--- src/design/ddcfg_pkg.sv ---
// Package for the downconverter channel 0 decimation and oscillator configuration block.
// Assumes a 32-bit classic Wishbone register bus and a sample clock on sys_clk.
//
// Functional notes
// Bits 5:4 of control select mixing: variable IF, zero Hz, sample-rate, test.
// Bit 3 clear gives I and Q outputs; set gives I only with extra mixing.
// Codes 000, 001, 010 enable two, three, four half-band stages.
// Code 011 enables only the first half-band stage.
// Codes 100..110 append second third-band after one to three half-bands.
// Selector 111 takes decimation from extended register bits 7:4.
// Extended field is ignored unless main selector is all ones.
// Extended code 0 chains second third-band with all four half-bands.
// Extended codes 2..4 put fifth-band before one to three half-bands.
// Extended codes 7..9: first third-band alone, with fifth-band, or plus half-band.
// Mode 0 takes channel from bits 3:0; mode 3 takes pins A1, A0.
// Mode 8 counts rising edges of pin A0; mode 9 of pin A1.
// Counter wraps to zero after reaching the oscillator control bits 3:0.
// Software must not write unlisted channel-mode or extended codes.
// Pins are synchronised before rising-edge detection; one count per edge.

package ddcfg_pkg;

    // ****************************************************************
    // Register map (byte addresses = 4 x printed index)
    // ****************************************************************
    localparam logic [11:0] CTRL_IDX   = 12'h310;
    localparam logic [11:0] EXT_IDX    = 12'h311;
    localparam logic [11:0] OSC_IDX    = 12'h314;
    localparam logic [11:0] STAT_IDX   = 12'h320;
    localparam logic [11:0] FIFO_IDX   = 12'h321;
    localparam logic [13:0] CTRL_ADDR  = {CTRL_IDX, 2'b00};
    localparam logic [13:0] EXT_ADDR   = {EXT_IDX, 2'b00};
    localparam logic [13:0] OSC_ADDR   = {OSC_IDX, 2'b00};
    localparam logic [13:0] STAT_ADDR  = {STAT_IDX, 2'b00};
    localparam logic [13:0] FIFO_ADDR  = {FIFO_IDX, 2'b00};
    localparam int          ADDR_W     = 14;

    localparam logic [7:0]  CTRL_RST   = 8'h00;
    localparam logic [7:0]  EXT_RST    = 8'h00;
    localparam logic [7:0]  OSC_RST    = 8'h00;
    localparam logic [7:0]  EXT_WMASK  = 8'hf0;

    // ****************************************************************
    // Field codes
    // ****************************************************************
    localparam logic [2:0]  DEC_HB12     = 3'h0;
    localparam logic [2:0]  DEC_HB123    = 3'h1;
    localparam logic [2:0]  DEC_HB1234   = 3'h2;
    localparam logic [2:0]  DEC_HB1      = 3'h3;
    localparam logic [2:0]  DEC_HB1_TB2  = 3'h4;
    localparam logic [2:0]  DEC_HB12_TB2 = 3'h5;
    localparam logic [2:0]  DEC_HB123_TB2= 3'h6;
    localparam logic [2:0]  DEC_EXT      = 3'h7;

    localparam logic [3:0]  EXT_TB2_ALL  = 4'h0;
    localparam logic [3:0]  EXT_FB_HB1   = 4'h2;
    localparam logic [3:0]  EXT_FB_HB12  = 4'h3;
    localparam logic [3:0]  EXT_FB_HB123 = 4'h4;
    localparam logic [3:0]  EXT_TB1      = 4'h7;
    localparam logic [3:0]  EXT_TB1_FB   = 4'h8;
    localparam logic [3:0]  EXT_TB1_FB_HB= 4'h9;

    localparam logic [3:0]  CHSEL_REG    = 4'h0;
    localparam logic [3:0]  CHSEL_PINS   = 4'h3;
    localparam logic [3:0]  CHSEL_EDGE0  = 4'h8;
    localparam logic [3:0]  CHSEL_EDGE1  = 4'h9;

    typedef enum logic [1:0] {
        DDCFG_IF_VARIABLE,
        DDCFG_IF_ZERO,
        DDCFG_IF_FS,
        DDCFG_IF_TEST
    } ddcfg_if_mode_t;

    // ****************************************************************
    // Carriers
    // ****************************************************************
    // Stage enables, in order of the chain letters
    typedef struct packed {
        logic halfband_stage_1;
        logic halfband_stage_2;
        logic halfband_stage_3;
        logic halfband_stage_4;
        logic thirdband_stage_1;
        logic thirdband_stage_2;
        logic fifthband_stage;
    } ddcfg_stages_t;

    typedef struct packed {
        ddcfg_if_mode_t if_mode;
        logic           real_only;
        logic           q_valid;
        ddcfg_stages_t  stages;
        logic [5:0]     decim_ratio;
        logic           reserved_code;
        logic [3:0]     osc_channel;
    } ddcfg_cfg_t;

    localparam int CFG_W  = $bits(ddcfg_cfg_t);
    localparam int FIFO_DEPTH = 32;

endpackage

--- src/design/ddcfg_fifo.sv ---
// Synchronous FIFO with valid/ready on both sides.
// Assumes one clock and an asynchronous active-low reset.
`timescale 1ns/1ps
`default_nettype none

module ddcfg_fifo #(
    parameter int WIDTH = 8,
    parameter int DEPTH = 32
) (
    input  wire logic             sys_clk,
    input  wire logic             rst_n,
    input  wire logic             in_valid,
    output logic                  in_ready,
    input  wire logic [WIDTH-1:0] in_data,
    output logic                  out_valid,
    input  wire logic             out_ready,
    output logic      [WIDTH-1:0] out_data,
    output logic      [$clog2(DEPTH):0] level
);
    localparam int AW = $clog2(DEPTH);

    logic [WIDTH-1:0] mem [DEPTH];
    logic [AW-1:0]    wr_q;
    logic [AW-1:0]    rd_q;
    logic [AW:0]      cnt_q;
    logic [AW:0]      cnt_d;
    logic             ready_q;
    logic             push;
    logic             pop;

    // Ready is registered from the next count so it comes straight from a flop
    assign push      = in_valid && ready_q;
    assign pop       = out_valid && out_ready;
    assign in_ready  = ready_q;
    assign cnt_d     = cnt_q + (AW+1)'(push) - (AW+1)'(pop);
    assign out_valid = (cnt_q != '0);
    assign out_data  = mem[rd_q];
    assign level     = cnt_q;

    always_ff @(posedge sys_clk) begin
        if (push) begin
            mem[wr_q] <= in_data;
        end
    end

    always_ff @(posedge sys_clk or negedge rst_n) begin
        if (!rst_n) begin
            wr_q    <= '0;
            rd_q    <= '0;
            cnt_q   <= '0;
            ready_q <= 1'b1;
        end else begin
            if (push) begin
                wr_q <= (wr_q == AW'(DEPTH-1)) ? '0 : wr_q + 1'b1;
            end
            if (pop) begin
                rd_q <= (rd_q == AW'(DEPTH-1)) ? '0 : rd_q + 1'b1;
            end
            cnt_q   <= cnt_d;
            ready_q <= (cnt_d < (AW+1)'(DEPTH));
        end
    end
endmodule // ddcfg_fifo

`default_nettype wire

--- src/design/ddcfg_top.sv ---
// Downconverter channel 0 decimation and oscillator-channel configuration.
// Assumes classic Wishbone at 32 bits, pins synchronous-ish to sys_clk (still
// double-registered), and a sample stream on the same clock.
`timescale 1ns/1ps
`default_nettype none

module ddcfg_top (
    input  wire logic        sys_clk,
    input  wire logic        rst_n,
    // Wishbone slave
    input  wire logic        wb_cyc_i,
    input  wire logic        wb_stb_i,
    input  wire logic        wb_we_i,
    input  wire logic [13:0] wb_adr_i,
    input  wire logic [3:0]  wb_sel_i,
    input  wire logic [31:0] wb_dat_i,
    output logic      [31:0] wb_dat_o,
    output logic             wb_ack_o,
    // Select pins
    input  wire logic        select_pin_0,
    input  wire logic        select_pin_1,
    // Sample stream: I in [31:16], Q in [15:0]
    input  wire logic        smp_valid,
    output logic             smp_ready,
    input  wire logic [31:0] smp_data,
    output logic             out_valid,
    input  wire logic        out_ready,
    output logic      [31:0] out_data,
    // Configuration towards the datapath
    output ddcfg_pkg::ddcfg_cfg_t cfg_q
);

    // ****************************************************************
    // Registers
    // ****************************************************************
    logic [7:0] ctrl_q;
    logic [7:0] ext_q;
    logic [7:0] osc_q;
    logic [3:0] count_q;
    logic       req;
    logic       hit_w;

    assign req   = wb_cyc_i && wb_stb_i && !wb_ack_o;
    assign hit_w = req && wb_we_i && wb_sel_i[0];

    always_ff @(posedge sys_clk or negedge rst_n) begin
        if (!rst_n) begin
            ctrl_q <= ddcfg_pkg::CTRL_RST;
            ext_q  <= ddcfg_pkg::EXT_RST;
            osc_q  <= ddcfg_pkg::OSC_RST;
        end else if (hit_w) begin
            unique case (wb_adr_i)
                ddcfg_pkg::CTRL_ADDR: ctrl_q <= wb_dat_i[7:0];
                ddcfg_pkg::EXT_ADDR:  ext_q  <= wb_dat_i[7:0] & ddcfg_pkg::EXT_WMASK;
                ddcfg_pkg::OSC_ADDR:  osc_q  <= wb_dat_i[7:0];
                default: ;
            endcase
        end
    end

    // ****************************************************************
    // Bus answer: one wait state, ack for exactly one cycle
    // ****************************************************************
    logic [5:0] fifo_level;

    always_ff @(posedge sys_clk or negedge rst_n) begin
        if (!rst_n) begin
            wb_ack_o <= 1'b0;
            wb_dat_o <= '0;
        end else begin
            wb_ack_o <= req;
            wb_dat_o <= '0;
            if (req && !wb_we_i) begin
                unique case (wb_adr_i)
                    ddcfg_pkg::CTRL_ADDR: wb_dat_o <= {24'h0, ctrl_q};
                    ddcfg_pkg::EXT_ADDR:  wb_dat_o <= {24'h0, ext_q};
                    ddcfg_pkg::OSC_ADDR:  wb_dat_o <= {24'h0, osc_q};
                    ddcfg_pkg::STAT_ADDR: wb_dat_o <= {24'h0, cfg_q.osc_channel, count_q};
                    ddcfg_pkg::FIFO_ADDR: wb_dat_o <= {26'h0, fifo_level};
                    default:              wb_dat_o <= '0;
                endcase
            end
        end
    end

    // ****************************************************************
    // Pin synchronisers and edge counter
    // ****************************************************************
    logic [1:0] pin_s1_q;
    logic [1:0] pin_s2_q;
    logic [1:0] pin_s3_q;
    logic [1:0] rise;
    logic       step;

    always_ff @(posedge sys_clk or negedge rst_n) begin
        if (!rst_n) begin
            pin_s1_q <= '0;
            pin_s2_q <= '0;
            pin_s3_q <= '0;
        end else begin
            pin_s1_q <= {select_pin_1, select_pin_0};
            pin_s2_q <= pin_s1_q;
            pin_s3_q <= pin_s2_q;
        end
    end

    assign rise = pin_s2_q & ~pin_s3_q;
    assign step = (osc_q[7:4] == ddcfg_pkg::CHSEL_EDGE0 && rise[0]) ||
                  (osc_q[7:4] == ddcfg_pkg::CHSEL_EDGE1 && rise[1]);

    always_ff @(posedge sys_clk or negedge rst_n) begin
        if (!rst_n) begin
            count_q <= '0;
        end else if (step) begin
            count_q <= (count_q >= osc_q[3:0]) ? 4'h0 : count_q + 4'h1;
        end
    end

    // ****************************************************************
    // Decimation decode
    // ****************************************************************
    // Ratio shown is the complex-output figure; halved for real output.
    function automatic logic [13:0] main_decode(input logic [2:0] code);
        unique case (code)
            ddcfg_pkg::DEC_HB12:      return {7'b1100000, 6'd4, 1'b0};
            ddcfg_pkg::DEC_HB123:     return {7'b1110000, 6'd8, 1'b0};
            ddcfg_pkg::DEC_HB1234:    return {7'b1111000, 6'd16, 1'b0};
            ddcfg_pkg::DEC_HB1:       return {7'b1000000, 6'd2, 1'b0};
            ddcfg_pkg::DEC_HB1_TB2:   return {7'b1000010, 6'd6, 1'b0};
            ddcfg_pkg::DEC_HB12_TB2:  return {7'b1100010, 6'd12, 1'b0};
            ddcfg_pkg::DEC_HB123_TB2: return {7'b1110010, 6'd24, 1'b0};
            default:                  return '0;
        endcase
    endfunction

    // Third-band-first chains keep their ratio in real mode (no half rate)
    function automatic logic [13:0] ext_decode(input logic [3:0] code);
        unique case (code)
            ddcfg_pkg::EXT_TB2_ALL:   return {7'b1111010, 6'd48, 1'b0};
            ddcfg_pkg::EXT_FB_HB1:    return {7'b1000001, 6'd10, 1'b0};
            ddcfg_pkg::EXT_FB_HB12:   return {7'b1100001, 6'd20, 1'b0};
            ddcfg_pkg::EXT_FB_HB123:  return {7'b1110001, 6'd40, 1'b0};
            ddcfg_pkg::EXT_TB1:       return {7'b0000100, 6'd3, 1'b0};
            ddcfg_pkg::EXT_TB1_FB:    return {7'b0000101, 6'd15, 1'b0};
            ddcfg_pkg::EXT_TB1_FB_HB: return {7'b0100101, 6'd30, 1'b0};
            default:                  return {7'b0000000, 6'd0, 1'b1};
        endcase
    endfunction

    logic [13:0] dec;
    logic        tb1_chain;
    logic        real_en;
    logic [3:0]  chan_d;

    assign real_en   = ctrl_q[3];
    assign dec       = (ctrl_q[2:0] == ddcfg_pkg::DEC_EXT) ? ext_decode(ext_q[7:4])
                                                          : main_decode(ctrl_q[2:0]);
    assign tb1_chain = dec[9];

    always_comb begin
        unique case (osc_q[7:4])
            ddcfg_pkg::CHSEL_REG:   chan_d = osc_q[3:0];
            ddcfg_pkg::CHSEL_PINS:  chan_d = {2'b00, pin_s2_q[1], pin_s2_q[0]};
            ddcfg_pkg::CHSEL_EDGE0,
            ddcfg_pkg::CHSEL_EDGE1: chan_d = count_q;
            default:                chan_d = 4'h0;
        endcase
    end

    always_ff @(posedge sys_clk or negedge rst_n) begin
        if (!rst_n) begin
            cfg_q <= '0;
        end else begin
            cfg_q.if_mode       <= ddcfg_pkg::ddcfg_if_mode_t'(ctrl_q[5:4]);
            cfg_q.real_only     <= real_en;
            cfg_q.q_valid       <= !real_en;
            cfg_q.stages        <= dec[13:7];
            cfg_q.decim_ratio   <= (real_en && !tb1_chain) ? {1'b0, dec[6:2]} : dec[6:1];
            cfg_q.reserved_code <= dec[0];
            cfg_q.osc_channel   <= chan_d;
        end
    end

    // ****************************************************************
    // Sample path: Q lane zeroed in real-only mode
    // ****************************************************************
    logic [31:0] smp_masked;

    assign smp_masked = real_en ? {smp_data[31:16], 16'h0} : smp_data;

    logic        f_valid;
    logic [31:0] f_data;
    logic        take;

    ddcfg_fifo #(
        .WIDTH (32),
        .DEPTH (ddcfg_pkg::FIFO_DEPTH)
    ) u_fifo (
        .sys_clk   (sys_clk),
        .rst_n     (rst_n),
        .in_valid  (smp_valid),
        .in_ready  (smp_ready),
        .in_data   (smp_masked),
        .out_valid (f_valid),
        .out_ready (take),
        .out_data  (f_data),
        .level     (fifo_level)
    );

    // Output register stage so the stream outputs come from flops
    assign take = f_valid && (!out_valid || out_ready);

    always_ff @(posedge sys_clk or negedge rst_n) begin
        if (!rst_n) begin
            out_valid <= 1'b0;
            out_data  <= '0;
        end else if (take) begin
            out_valid <= 1'b1;
            out_data  <= f_data;
        end else if (out_ready) begin
            out_valid <= 1'b0;
        end
    end

endmodule // ddcfg_top

`default_nettype wire

--- config.mk ---
export PLATFORM = sky130hd
export DESIGN_NAME = ddcfg_top
export DESIGN_NICKNAME = d
export VERILOG_FILES = /design/src/design/ddcfg_pkg.sv /design/src/design/ddcfg_fifo.sv /design/src/design/ddcfg_top.sv
export SDC_FILE = /design/constraint.sdc
export NUM_CORES = 1
export LEC_CHECK = 0
export BUFFER_PORTS_ARGS = -buffer_cell sky130_fd_sc_hd__buf_2
export CAP_MARGIN = 20
export CORE_AREA = 2 2 340 342
export CTS_CLUSTER_SIZE = 16
export DETAILED_ROUTE_END_ITERATION = 10
export DIE_AREA = 0 0 342 344
export MAX_ROUTING_LAYER = met4
export PLACE_DENSITY = 0.65
export SYNTH_ARGS = -nofsm -noshare
export SYNTH_HDL_FRONTEND = slang
export SYNTH_SLANG_ARGS = --single-unit
--- constraint.sdc ---
create_clock -name sys_clk -period 4.1 [get_ports sys_clk]
set_input_delay 0.205 -clock sys_clk [delete_from_list [all_inputs] [get_ports sys_clk]]
set_output_delay 0.205 -clock sys_clk [all_outputs]
set_load 0.02 [all_outputs]
==> results.toml <==
[synthesis]
ys.flop_type = "edfxtp_1"
postSynthAreaPerCell_um2 = 17.41
synth.most_common_cell = "edfxtp_1"
synth_seq_cells = 1135
async_flop_share = 0.09780
synth_cell_type_count = 66
synth.area.top_cells = "edfxtp_1 68%, mux2i_1 12%, dfrtp_1 6.1%"
synth-edff-count = 1024
netlist_instances = 2595
synth_warnings = 0
yosysSeqAreaShare = 0.7420
synthesis.area_um2 = 45190
synthTopCellsByCount = "1024 x edfxtp_1, 527 x mux2i_1, 132 x a22oi_1"
synth_top_area_cell = "edfxtp_1"
synth_top_area_frac = 0.6805

[power_and_ir_drop]
p_leak_nw = 18.74
powerDensity_nw_per_um2 = 598.2
ir_drop_uv = 476.2
total_power_w = 0.03133

[min_path]
holdPathStages = 5
min_path_type = "in -> reg"
hold_start = "wb_adr_i[3]"
hold_end = "wb_dat_o[4]$_DFF_PN0_"

[critical_path]
worst_r2r_endpoint = "u_fifo.mem[26][6]$_DFFE_PP_"
cp.arrival_ns = 3.21
r2r-start = "u_fifo.in_ready$_DFF_PN1_"
worst_setup_path_start_kind = "register"
crit_fanout = 16
r2r_cells = 5
endpoint_kind = "register"
setup.worst_path.class = "reg -> reg"
required_ns = 4.47
r2r_slack_ns = 1.26

[clock_network]
cts_tree = "done"
clk_path_buf_depth = 3
cts-resized-gates = 0
cts-buffers-inserted = 109
clock_latency_ns = 0.70
root_buffer = "clkbuf_16"
cts.sinks = 1135
clk_pin_slew_worst_paths_ns = 0.06
htree_num_levels = 3

[placed_design]
hpwl_um = 62950
portBuffers = 128
place_congestion = 0.8022

[drt]
route.detailed.drc = 0
via_per_inst = 5.510
drt_iter0_markers = 2226
drt_wl_total_um = 114200
via_count = 24510
drtAntennaViolNets = 0
dr.pass1.iters = 6
wl_per_cell_um = 25.68

[global_route]
grt_max_degree = 72
grt_pass1_vias = 24540
antenna_found_initial = 11
track_usage = 0.1968
overflow = 0
grt_first_pass_wirelength_um = 164400

[sta]
drv_slew = 0
fmax_mhz = 352.4
finalCritPeriodShare = 0.6921
fin_tns_setup_ns = 0
max_slew.worst_pin.slew_ns = 1.173
hold_viol_final = 0
hold_slack_ns = 0.02623
finalClockSkew_ns = 0.04889
period_minus_slack_ns = 2.838
grt_setup_unrepaired = "no"
setup_viol = 0
slew_headroom = 0.2181

[floorplan]
ios = 180
coreArea_um2 = 113900
die_height_um = 344
start_util = 0.3968
rows = 124
die_w_um = 342
die_area_um2 = 117600

[finish]
drive_above_1_share = 0.1843
layout.nets = 2943
fillCellCount = 9683
syn_to_final_growth_pct = 15.89
post-route-util = 0.4598

[outcome]
status = "finished clean"

[flow_run]
cap_violations = 0
-- sequential cells by signal, summed over array words and instances (netlist names) --
name / cells
u_fifo.in_ready: 1
ctrl_q: 8
u_fifo.level: 6
ext_q: 4
cfg_q: 22
pin_s3_q: 2
out_data: 32
wb_ack_o: 1
u_fifo.rd_q: 5
out_valid: 1
count_q: 4
u_fifo.wr_q: 5
u_fifo.mem: 1024
wb_dat_o: 8
pin_s2_q: 2
osc_q: 8
pin_s1_q: 2
-- critical path, cell delays in order, from the launching register on --
cell and delay (ns):
dfstp_2 0.52, nand2_1 0.12, clkinv_1 0.17, nand2_1 0.49, nor2_4 0.82, buf_4 0.40
-- metal layers --
| metal | GRT usage | part of all wire | vias to the layer above |
|---|---|---|---|
| met2 | 0.3019 | 0.46 | 1013 |
| met1 | 0.2606 | 0.43 | 12510 |
| met3 | 0.04470 | 0.083 | 185 |
| li1 | - | - | 10800 |
| met5 | - | 0 | - |
| met4 | 0.06332 | 0.030 | 0 |
-- worst max-delay path by stage --
stage	startpoint	endpoint	slack, ns	cells past startpoint
after floorplan	u_fifo.level[4]$_DFF_PN0_	u_fifo.level[4]$_DFF_PN0_	1.11	17
after global placement	u_fifo.in_ready$_DFF_PN1_	u_fifo.mem[27][15]$_DFFE_PP_	1.26	5
after detailed placement	u_fifo.in_ready$_DFF_PN1_	u_fifo.mem[26][15]$_DFFE_PP_	1.20	5
after CTS	u_fifo.in_ready$_DFF_PN1_	u_fifo.mem[26][6]$_DFFE_PP_	1.22	5
after global routing	u_fifo.level[4]$_DFF_PN0_	u_fifo.level[5]$_DFF_PN0_	1.06	13
final	u_fifo.in_ready$_DFF_PN1_	u_fifo.mem[26][6]$_DFFE_PP_	1.26	5
-- stage by stage --
step	area (µm²)	setup WS, ns	instances
finish	52360	1.262	4448
floorplan	45270	1.108	2618
detailed placement	48220	1.203	4191
global placement	48150	1.256	4187
global route	52360	1.056	4446
CTS	52160	1.223	4425
-- cell families after synthesis --
kind of cell             count (synthesis)  synth area share
AO/OA/AOI/OAI                          467           0.08058
XOR/XNOR                                 7          0.001357
adder cells (fa/ha/maj)                 21          0.005981
buffers and inverters                  204           0.02484
flip-flops                            1135            0.7420
multiplexers                           549            0.1222
other                                    1        0.00008299
AND/OR/NAND/NOR                        211           0.02293
-- power breakdown --
group | leakage [nW] | internal (W) | switching (W) | total, W
Sequential | 10.6 | 0.0132 | 0.000416 | 0.0136
Combinational | 6.34 | 0.00278 | 0.00481 | 0.00759
Clock | 1.79 | 0.00582 | 0.00429 | 0.0101
-- placed cells by master (no fill, tap or decap), types with 10 or more instances in the layout --
cell	count
clkbuf_8	18
mux2i_1	527
inv_1	26
clkinv_2	22
buf_4	87
o21ai_0	18
buf_12	20
diode_2	12
o41ai_2	28
nand2_1	64
mux2_2	22
nor2b_2	16
a22oi_1	132
dlygate4sd3_1	33
conb_1	24
edfxtp_1	1024
a21oi_1	87
clkinv_1	10
a22o_1	65
buf_2	127
ha_1	20
clkbuf_16	113
a221oi_1	65
clkbuf_1	29
nor2_4	33
dfrtp_1	109
nor2_1	33
o22ai_1	34
-- repair_timing --
| item | in CTS | in global routing |
|---|---|---|
| endpoints found under the hold margin | 399 | 9 |
| hold buffers | 30 | 3 |
| setup buffers | 0 | 0 |
-- area by class of cell --
cell class                 count  area (µm²)  area share
sequential                  1135       33530      0.6404
clock inverter                46       500.5    0.009558
inverter                      27       101.3    0.001935
timing repair buffer         279        2228     0.04256
tap                         1512        1892     0.03613
multi-input combinational   1279       10950      0.2090
antenna                       12       30.03   0.0005735
clock buffer                 158        3134     0.05986
(Power assumes the default switching activity.)
